## src/verilog/bfpg_consts.svh

```systemverilog
// Constants of the buck fault and power-good logic.
`ifndef BFPG_CONSTS_SVH
`define BFPG_CONSTS_SVH
`define BFPG_CLK_MHZ           40
`define BFPG_DEGLITCH_NS       36000
`define BFPG_DEGLITCH_CYC      ((`BFPG_DEGLITCH_NS * `BFPG_CLK_MHZ + 999) / 1000)
`define BFPG_OC_CYCLES         128
`define BFPG_HICCUP_CYCLES     8192
`define BFPG_CLAMP_W           4
`define BFPG_CLAMP_MAX         4'hF
`define BFPG_SYNC_MIN_NS       50
`define BFPG_SYNC_MIN_CYC      ((`BFPG_SYNC_MIN_NS * `BFPG_CLK_MHZ + 999) / 1000)
`define BFPG_SRC_FET_UA        200
`define BFPG_SRC_SHUNT_UA      100
`define BFPG_SRC_FET_TC_PPM    4500
`define BFPG_DGL_W             11
`define BFPG_HIC_W             14
`endif

```

## src/verilog/bfpg_pkg.sv

```systemverilog
// Types of the buck fault and power-good logic.
package bfpg_pkg;
	typedef enum logic [2:0] {
		BFPG_OFF,
		BFPG_DETECT,
		BFPG_RUN,
		BFPG_HICCUP,
		BFPG_THERMAL
	} bfpg_state_e;

	typedef struct packed {
		logic fb_above_94;
		logic fb_below_92;
		logic fb_above_108;
		logic fb_below_105;
	} bfpg_fb_s;

	typedef struct packed {
		logic valley_over;
		logic limit_below_gnd;
		logic comp_above_clamp;
		logic ramp_above_comp;
		logic over_temp;
		logic temp_below_restart;
		logic limit_program_pin_on_switch_node;
	} bfpg_afe_s;

	typedef struct packed {
		logic       high_side_on;
		logic       low_side_on;
		logic       soft_start_pull_low;
		logic       fet_resistance_sense_mode;
		logic [7:0] src_current_ua;
		logic       src_tc_enable;
	} bfpg_drive_s;
endpackage : bfpg_pkg

```

## src/verilog/bfpg_sync.sv

```systemverilog
// Two-flop synchroniser for a vector of asynchronous inputs.
`timescale 1ns/1ps
module bfpg_sync #(
	parameter int W = 1
) (
	input  wire logic         i_sys_clk,
	input  wire logic         i_rst_b,
	input  wire logic [W-1:0] i_async,
	output logic      [W-1:0] o_sync
);
	logic [W-1:0] meta_r;
	logic [W-1:0] sync_r;

	always_ff @(posedge i_sys_clk) begin
		if (!i_rst_b) begin
			meta_r <= '0;
			sync_r <= '0;
		end else begin
			meta_r <= i_async;
			sync_r <= meta_r;
		end
	end

	assign o_sync = sync_r;
endmodule : bfpg_sync

```

## src/verilog/bfpg_deglitch.sv

```systemverilog
// Restartable deglitch timer: output rises after the input holds for the full interval.
`timescale 1ns/1ps
`include "bfpg_consts.svh"
module bfpg_deglitch (
	input  wire logic i_sys_clk,
	input  wire logic i_rst_b,
	input  wire logic i_cond,
	output logic      o_done
);
	import bfpg_pkg::*;

	typedef struct packed {
		logic [`BFPG_DGL_W-1:0] cnt;
		logic                   done;
	} bfpg_dgl_s;

	localparam logic [`BFPG_DGL_W-1:0] DGL_LAST = `BFPG_DGL_W'(`BFPG_DEGLITCH_CYC - 1);

	bfpg_dgl_s st_r;
	bfpg_dgl_s st_nxt;

	always_comb begin
		st_nxt = st_r;
		if (!i_cond) begin
			st_nxt.cnt  = '0;
			st_nxt.done = 1'b0;
		end else if (st_r.cnt == DGL_LAST) begin
			st_nxt.done = 1'b1;
		end else begin
			st_nxt.cnt = st_r.cnt + 1'b1;
		end
	end

	always_ff @(posedge i_sys_clk) begin
		if (!i_rst_b) begin
			st_r <= '0;
		end else begin
			st_r <= st_nxt;
		end
	end

	assign o_done = st_r.done;
endmodule : bfpg_deglitch

```

## src/verilog/bfpg_top.sv

```systemverilog
// Fault protection and power-good supervision of a synchronous buck controller.
`timescale 1ns/1ps
`include "bfpg_consts.svh"
module bfpg_top (
	input  wire logic                i_sys_clk,
	input  wire logic                i_rst_b,
	input  wire logic                i_osc_clk,
	input  wire logic                i_sync_clock_input,
	input  wire logic                i_sync_select,
	input  wire logic                i_enable_above_thr,
	input  wire logic                i_supply_above_uvlo,
	input  wire bfpg_pkg::bfpg_fb_s  i_fb,
	input  wire bfpg_pkg::bfpg_afe_s i_afe,
	output bfpg_pkg::bfpg_drive_s    o_drive,
	output logic [`BFPG_CLAMP_W-1:0] o_clamp_level,
	output logic                     o_power_good_output_o,
	output logic                     o_power_good_output_oe,
	output logic                     o_hiccup_active,
	output logic                     o_thermal_shutdown,
	output logic                     o_sync_locked
);
	import bfpg_pkg::*;

	// ************************************************************
	// Input synchronisation
	// ************************************************************
	// Every pin, the select strap included, passes the same two flops; the width must
	// equal the sum of the pin widths that are packed into raw_in below.
	localparam int SYN_W = 16;

	logic [SYN_W-1:0] raw_in;
	logic [SYN_W-1:0] syn_in;
	bfpg_fb_s         fb;
	bfpg_afe_s        afe;
	logic             osc_s;
	logic             sync_s;
	logic             sel_s;
	logic             en_s;
	logic             uv_s;
	logic             dg_pg_up;
	logic             dg_pg_low;
	logic             dg_pg_ov;

	assign raw_in = {i_osc_clk, i_sync_clock_input, i_sync_select, i_enable_above_thr,
		i_supply_above_uvlo, i_fb, i_afe};

	bfpg_sync #(.W(SYN_W)) u_sync (
		.i_sys_clk (i_sys_clk),
		.i_rst_b   (i_rst_b),
		.i_async   (raw_in),
		.o_sync    (syn_in)
	);

	assign {osc_s, sync_s, sel_s, en_s, uv_s, fb, afe} = syn_in;

	// ************************************************************
	// Power-good deglitch timers
	// ************************************************************
	// Each timer starts over when its condition drops, so separate glitches never add up.
	bfpg_deglitch u_dg_up (
		.i_sys_clk (i_sys_clk),
		.i_rst_b   (i_rst_b),
		.i_cond    (fb.fb_above_94 && !fb.fb_above_108),
		.o_done    (dg_pg_up)
	);

	bfpg_deglitch u_dg_low (
		.i_sys_clk (i_sys_clk),
		.i_rst_b   (i_rst_b),
		.i_cond    (fb.fb_below_92),
		.o_done    (dg_pg_low)
	);

	bfpg_deglitch u_dg_ov (
		.i_sys_clk (i_sys_clk),
		.i_rst_b   (i_rst_b),
		.i_cond    (fb.fb_above_108),
		.o_done    (dg_pg_ov)
	);

	// ************************************************************
	// State
	// ************************************************************
	typedef struct packed {
		bfpg_state_e              state;
		logic                     clk_d;
		logic                     sync_d;
		logic                     fet_mode;
		logic                     hs_on;
		logic                     ls_on;
		logic                     oc_seen;
		logic                     valley_d;
		logic [7:0]               oc_cnt;
		logic [`BFPG_HIC_W-1:0]   hic_cnt;
		logic [`BFPG_CLAMP_W-1:0] clamp;
		logic                     pg;
		logic                     ov_latched;
		logic [3:0]               sync_hi;
		logic                     sync_ok;
		logic                     tsd;
	} bfpg_top_s;

	localparam logic [7:0]               OC_LAST  = 8'(`BFPG_OC_CYCLES - 1);
	localparam logic [`BFPG_HIC_W-1:0]   HIC_LAST = `BFPG_HIC_W'(`BFPG_HICCUP_CYCLES - 1);
	localparam logic [3:0]               SYNC_MIN = 4'(`BFPG_SYNC_MIN_CYC);
	localparam logic [`BFPG_CLAMP_W-1:0] CLAMP_TOP = `BFPG_CLAMP_MAX;

	bfpg_top_s st_r;
	bfpg_top_s st_nxt;

	logic period_start;
	logic active;
	logic pulse_block;

	always_comb begin
		st_nxt       = st_r;
		active       = en_s && uv_s;
		period_start = 1'b0;
		pulse_block  = 1'b0;

		st_nxt.clk_d    = osc_s;
		st_nxt.sync_d   = sync_s;
		st_nxt.valley_d = afe.valley_over;

		// A sync pulse shorter than the minimum width clears the lock; its own falling edge still starts a period if the lock was held.
		if (sync_s) begin
			if (st_r.sync_hi != 4'hF) begin
				st_nxt.sync_hi = st_r.sync_hi + 4'h1;
			end
		end else begin
			st_nxt.sync_hi = 4'h0;
		end
		if (st_r.sync_d && !sync_s) begin
			st_nxt.sync_ok = (st_r.sync_hi >= SYNC_MIN);
		end

		// The frequency-window check on the sync clock is the board's duty; this logic
		// only follows whichever edge source is chosen.
		// The select strap is synchronised as well, so a change acts two cycles late.
		if (sel_s && st_r.sync_ok) begin
			period_start = st_r.sync_d && !sync_s;
		end else begin
			period_start = st_r.clk_d && !osc_s;
		end

		pulse_block = afe.limit_below_gnd || afe.valley_over;

		case (st_r.state)
			BFPG_OFF: begin
				st_nxt.hs_on = 1'b0;
				st_nxt.ls_on = 1'b0;
				if (active) begin
					st_nxt.state = BFPG_DETECT;
				end
			end
			BFPG_DETECT: begin
				st_nxt.fet_mode = afe.limit_program_pin_on_switch_node;
				st_nxt.clamp    = CLAMP_TOP;
				st_nxt.oc_cnt   = '0;
				st_nxt.oc_seen  = 1'b0;
				st_nxt.state    = BFPG_RUN;
			end
			BFPG_RUN: begin
				if (afe.valley_over && !st_r.valley_d && st_r.clamp != '0) begin
					st_nxt.clamp = st_r.clamp - 1'b1;
				end
				if (afe.valley_over || afe.limit_below_gnd) begin
					st_nxt.oc_seen = 1'b1;
				end
				if (period_start) begin
					if (st_r.oc_seen || afe.valley_over) begin
						if (st_r.oc_cnt == OC_LAST) begin
							st_nxt.state   = BFPG_HICCUP;
							st_nxt.hic_cnt = '0;
						end else begin
							st_nxt.oc_cnt = st_r.oc_cnt + 8'h01;
						end
					end else begin
						st_nxt.oc_cnt = '0;
						if (st_r.clamp != CLAMP_TOP) begin
							st_nxt.clamp = st_r.clamp + 1'b1;
						end
					end
					st_nxt.oc_seen = 1'b0;
					st_nxt.hs_on   = !pulse_block;
					st_nxt.ls_on   = pulse_block;
				end else if (st_r.hs_on) begin
					if (afe.ramp_above_comp || afe.comp_above_clamp || pulse_block) begin
						st_nxt.hs_on = 1'b0;
						st_nxt.ls_on = 1'b1;
					end
				end
			end
			BFPG_HICCUP: begin
				st_nxt.hs_on = 1'b0;
				st_nxt.ls_on = 1'b0;
				if (period_start) begin
					if (st_r.hic_cnt == HIC_LAST) begin
						st_nxt.state = BFPG_DETECT;
					end else begin
						st_nxt.hic_cnt = st_r.hic_cnt + 1'b1;
					end
				end
			end
			BFPG_THERMAL: begin
				st_nxt.hs_on = 1'b0;
				st_nxt.ls_on = 1'b0;
				if (afe.temp_below_restart) begin
					st_nxt.state = BFPG_OFF;
				end
			end
			default: begin
				st_nxt.state = BFPG_OFF;
			end
		endcase

		if (afe.over_temp) begin
			st_nxt.tsd   = 1'b1;
			st_nxt.state = BFPG_THERMAL;
			st_nxt.hs_on = 1'b0;
			st_nxt.ls_on = 1'b0;
		end else if (st_r.state == BFPG_THERMAL && afe.temp_below_restart) begin
			st_nxt.tsd = 1'b0;
		end

		if (!active && st_r.state != BFPG_THERMAL) begin
			st_nxt.state = BFPG_OFF;
			st_nxt.hs_on = 1'b0;
			st_nxt.ls_on = 1'b0;
		end

		// Power-good: faults win over the good qualifier.
		if (dg_pg_ov) begin
			st_nxt.pg         = 1'b0;
			st_nxt.ov_latched = 1'b1;
		end else if (st_r.ov_latched) begin
			if (fb.fb_below_105) begin
				st_nxt.pg         = 1'b1;
				st_nxt.ov_latched = 1'b0;
			end
		end else if (dg_pg_low) begin
			st_nxt.pg = 1'b0;
		end else if (dg_pg_up) begin
			st_nxt.pg = 1'b1;
		end
		// Leaving the run state drops power-good at once; no deglitch delays a fault.
		if (st_nxt.state != BFPG_RUN) begin
			st_nxt.pg = 1'b0;
		end
	end

	always_ff @(posedge i_sys_clk) begin
		if (!i_rst_b) begin
			st_r <= '0;
		end else begin
			st_r <= st_nxt;
		end
	end

	// ************************************************************
	// Outputs
	// ************************************************************
	always_comb begin
		o_drive.high_side_on              = st_r.hs_on;
		o_drive.low_side_on               = st_r.ls_on;
		o_drive.soft_start_pull_low       = (st_r.state != BFPG_RUN);
		o_drive.fet_resistance_sense_mode = st_r.fet_mode;
		o_drive.src_current_ua = st_r.fet_mode ? 8'(`BFPG_SRC_FET_UA)
			: 8'(`BFPG_SRC_SHUNT_UA);
		o_drive.src_tc_enable  = st_r.fet_mode;
	end

	assign o_clamp_level          = st_r.clamp;
	assign o_power_good_output_o  = 1'b0;
	assign o_power_good_output_oe = !st_r.pg;
	assign o_hiccup_active        = (st_r.state == BFPG_HICCUP);
	assign o_thermal_shutdown     = st_r.tsd;
	assign o_sync_locked          = st_r.sync_ok;
endmodule : bfpg_top

```

## config.mk

```make
export PLATFORM = sky130hd
export DESIGN_NAME = bfpg_top
export DESIGN_NICKNAME = d
export VERILOG_FILES = /design/src/verilog/bfpg_pkg.sv /design/src/verilog/bfpg_sync.sv /design/src/verilog/bfpg_deglitch.sv /design/src/verilog/bfpg_top.sv
export VERILOG_INCLUDE_DIRS = /design/src /design/src/verilog
export SDC_FILE = /design/constraint.sdc
export NUM_CORES = 1
export LEC_CHECK = 0
export BUFFER_PORTS_ARGS = -buffer_cell sky130_fd_sc_hd__buf_4
export CAP_MARGIN = 20
export CORE_MARGIN = 8
export CORE_UTILIZATION = 37
export CTS_BUF_LIST = sky130_fd_sc_hd__clkbuf_8
export CTS_CLUSTER_DIAMETER = 40
export DETAILED_ROUTE_END_ITERATION = 10
export REMOVE_ABC_BUFFERS = 1
export SLEW_MARGIN = 40
export SYNTH_ARGS = -nofsm -noshare
export SYNTH_HDL_FRONTEND = slang
export SYNTH_HIERARCHICAL = 1
export SYNTH_SLANG_ARGS = --single-unit
```

## constraint.sdc

```tcl
create_clock -name i_sys_clk -period 2 [get_ports i_sys_clk]
set_clock_uncertainty 0.05 [all_clocks]
set_input_delay 0.1 -clock i_sys_clk [delete_from_list [all_inputs] [get_ports i_sys_clk]]
set_output_delay 0.1 -clock i_sys_clk [all_outputs]
set_load 0.02 [all_outputs]
```

## Yosys cells after proc, flatten, opt, wreduce, memory -nomap -nowiden

Cells that the tools add are included.
Widths: inputs -> output; s select.

- Bits in registers: 112
- Input bits: 18
- Output and inout port bits: 22
- Word-level logic and storage cells: 137

- Bitwise gates (word level): 1
- Equality and inequality tests: 24
- $lt $le $gt $ge: 1
- $add $sub $neg: 8
- Reductions and logical operators: 39
- Mux-type cells: 40

Operators with widths:

| cell | number |
|---|---|
| $mux 14 | 4 |
| $add 11x1->11 const B | 3 |
| $eq 11x11->1 const B | 3 |
| $pmux 14 s2 | 1 |
| $mux 3 | 9 |
| $mux 26 | 1 |
| $mux 8 | 3 |
| $pmux 8 s2 | 1 |
| $ne 3x3->1 const B | 5 |
| $pmux 3 s5 | 1 |
| $add 14x1->14 const B | 1 |
| $eq 14x13->1 const B | 1 |
| $mux 4 | 3 |
| $reduce_and 2->1 | 6 |
| $mux 1 | 10 |
| $logic_and 1x1->1 | 9 |
| $reduce_or 3->1 | 3 |
| $add 4x1->4 const B | 2 |
| $add 8x1->8 const B | 1 |
| $eq 8x7->1 const B | 1 |
| $mux 2 | 4 |
| $ne 2x2->1 const B | 4 |
| $ne 4x4->1 const B | 2 |
| $pmux 4 s2 | 1 |
| other kinds (18) | 34 |

## Longest topological paths before layout

- Word-level depth: 9
- Gate-level depth with buffers: 7

## By module

The synthesis kept the hierarchy.

By module, submodules not included:

| module | instances | seq. area each (µm²) | cells an instance | area each (µm²) |
|---|---|---|---|---|
| bfpg_top | 1 | 880.8 | 302 | 2504.9 |
| bfpg_deglitch | 3 | 240.2 | 61 | 554.3 |
| bfpg_sync | 1 | 640.6 | 67 | 895.9 |

## Worst setup path before layout

Ideal clock, no wire load.

- Path kind: register -> register
- From: register, netlist name st_r[12]
- To: register, netlist name st_r[20]
- Slack: 0.109 ns
- Library setup time: 0.066 ns
- Stages on the path, launching flop included: 7
- Data required time: 1.884 ns
- Arrival: 1.775 ns
- Period minus slack after synthesis: 1.891 ns
- Cells stage by stage: dfxtp_1 > ha_1 > nand3_1 > or3_4 > or3_4 > or3_1 > a21oi_2

==> impl_metrics.py <==
metrics = {
    "drt": {
        "via_count": 3879,
        "drt-vias-per-instance": 4.95,
        "wl_um": 9730,
        "drtAntennaViolNets": 0,
        "drc": 0,
        "wl_per_cell_um": 12.4,
        "firstDrtPassIters": 4,
        "drt_iter0_drc": 167,
    },
    "die": {
        "die_y_um": 133,
        "dieArea_mm2": 0.0177,
        "start_util": 0.381,
        "num_io_pins": 40,
        "coreArea_mm2": 0.0133,
        "rows": 42,
        "die_w_um": 133,
    },
    "global_routing": {
        "grt_pass1_wl_um": 17000,
        "overflow": 0,
        "first_global_vias": 3734,
        "antenna_found_initial": 0,
        "grtUsageTotal": 0.114,
        "grt_max_degree": 35,
    },
    "worst_setup_path": {
        "r2r_cells": 6,
        "max_stage_delay_ps": 380,
        "slowest_stage": "or3_4",
        "crit_type": "flip-flop to flip-flop",
        "path_cells": "ha_2 > nand3_1 > or3_4 > or3_4 > or3_1 > a21oi_2",
        "cp-end-kind": "flip-flop",
        "cp_num_buf_inv": 0,
        "required_ps": 2260,
        "start_kind": "flip-flop",
        "cp_common_cell": "or3_4",
        "path_depth": 6,
        "cp_top_family": "simple AND/OR/NAND/NOR gates",
        "critPathMaxFanout": 3,
        "arrival_ps": 2180,
    },
    "synthesis": {
        "synth_top_area_cell": "dfxtp_1",
        "synth_top_family_by_area": "simple AND/OR/NAND/NOR gates",
        "synthSimpleGateAreaFrac": 0.306,
        "synth-edff-count": 0,
        "syn_area_mm2": 0.00506,
        "synth_seq_cells": 112,
        "yosys-top-cells-area": "dfxtp_1 (44%), nor2_1 (5.1%), and2_2 (4.7%), xnor2_1 (3.3%), nand2_1 (3.0%)",
        "async_reset_ff_frac": 0,
        "synth_cell_types": 69,
        "synth_xor_area_frac": 0.0536,
        "synthAdderAreaFrac": 0.0222,
        "synth-main-ff-cell": "dfxtp_1",
        "synth_compound_area_frac": 0.0996,
        "syn_avg_cell_area_um2": 9.17,
        "synth_warnings": 6,
        "netlist.area_leader.share": 0.443,
        "synth_cells": 552,
        "synth-seq-area-share": 0.443,
        "synthMuxAreaShare": 0.0161,
    },
    "clocking": {
        "cts_htree_levels": 3,
        "root_buffer": "clkbuf_8",
        "cts_setup_buffers": 0,
        "cts.sinks": 112,
        "clock_latency_ps": 380,
        "cts_tree": "built",
        "cts_made_buffers": 9,
        "clk_pin_slew_ps": 110,
        "clock_path_buffers": 2,
    },
    "place": {
        "hpwl_um": 7040,
        "place.gp.congestion": 0.809,
        "dp.cells": 750,
        "io_buffers": 34,
    },
    "cells_and_area": {
        "n_antenna_cell": 0,
        "layout.nets": 629,
        "area_delta_synth_final_pct": 14.4,
        "layout_commonest_cell": "dfxtp_1",
        "finalNonFillerCells": 783,
        "layout_common_cells": "dfxtp_1 (110), nor2_1 (69), buf_4 (50)",
        "drive_gt1_frac": 0.227,
    },
    "sta": {
        "post-route-min-period_ps": 1910,
        "finalHoldViolCount": 0,
        "setup_viol": 0,
        "drv_slew": 0,
        "tns_ps": 0,
        "rsz0062_at_grt": "no",
        "fmax_mhz": 523,
        "min_period_over_period": 0.957,
    },
    "worst_hold_path": {
        "min_path_type": "flip-flop to flip-flop",
        "min_path_cells": 2,
    },
    "pwr": {
        "total_power_uw": 3690,
        "pwr_density_cell_mw_per_mm2": 637,
        "p_leak_uw": 0.00212,
        "ir_worst_vdd_mv": 0.412,
    },
    "run_status": {
        "run_status": "complete, no violations",
    },
    "run": {
        "max_cap_viol_count": 0,
    },
}
## per-layer routing
metal	vias to the layer above	share of wire	track usage
met5	-	0	0
met4	0	0.019	0.0492
met3	16	0.034	0.0265
met2	50	0.46	0.187
met1	1799	0.48	0.140
li1	2014	-	-
## report_power, final
group / switching, uW / internal, uW / total, uW
sequential: 15.1 / 2260 / 2280
clock: 785 / 467 / 1250
combinational: 74.0 / 83.7 / 158
total: 874 / 2820 / 3690
## worst register-to-register path: stages, from the launching register on
cell and delay (ps):
dfxtp_2 340, ha_2 170, nand3_1 100, or3_4 350
or3_4 380, or3_1 330, a21oi_2 130
## layout make-up
type / instances / area [um2]
Fill cell: 1311 / 7500
Multi-Input combinational cell: 395 / 2540
Sequential cell: 112 / 2240
Timing Repair Buffer: 67 / 546
Tap cell: 176 / 220
Clock buffer: 9 / 124
Inverter: 17 / 63.8
Clock inverter: 7 / 53.8
## flip-flops by register name (all words and copies together) (netlist names), 3 cells and up
signal / count
st_r: 35
u_sync/o_sync: 16
u_dg_ov/st_r: 11
o_clamp_level: 4
u_sync/meta_r: 16
u_dg_up/st_r: 11
o_drive: 3
u_dg_low/st_r: 11
## cells in the mapped netlist, types with 4 or more instances
cell,n
nand4_1,13
or3_1,5
mux2i_1,7
o211ai_1,4
and3_1,6
a311o_2,4
xnor2_1,19
o21ai_0,12
xor2_1,12
and2_2,32
clkbuf_2,4
and2_1,4
buf_4,18
a211oi_1,4
ha_1,9
nand2_1,41
and4_1,6
nor4_1,7
a21oi_1,17
nor2_1,69
dfxtp_1,112
a31oi_1,9
nand3_1,20
inv_1,16
nor3_1,26
nor2b_1,4
## kinds of logic (layout without fill, tap and decap cells)
logic type                 Yosys count  after routing
buffers and inverters               48            100
xor gates and xnor gates            31             31
AOI/OAI and AO/OA                   71             71
DFF                                112            112
and+or+nand+nor                    271            271
other                                2              5
adders and majority gates            9              9
muxes                                8              8
## stage by stage
step | setup WS [ps] | hold slack (ps) | util | instance area, um2
finish | 86.4 | 399 | 0.436 | 5790
global route | 7.88 | 413 | 0.436 | 5790
CTS | 63.1 | 396 | 0.435 | 5790
detailed placement | 87.1 | 269 | 0.409 | 5440
global placement | 107 | 266 | 0.409 | 5440
floorplan | 61.0 | 172 | - | 4840
## what timing repair did
| action | in CTS | in global routing |
|---|---|---|
| endpoints found under the hold margin | 17 | 0 |
| endpoints found under the setup margin | 0 | 1 |
| resized for setup | 0 | 3 |
| hold buffers | 17 | 0 |
## path summary, 6_finish.rpt
| path | slack [ps] | end | startpoint |
|---|---|---|---|
| min | 400 | o_drive[0] | u_sync/o_sync[0] |
| max reg2reg | 90 | st_r[20] | st_r[12] |
| max | 90 | st_r[20] | st_r[12] |
| min reg2reg | 400 | o_drive[0] | u_sync/o_sync[0] |
No activity file was read; power rests on OpenSTA's default activity.
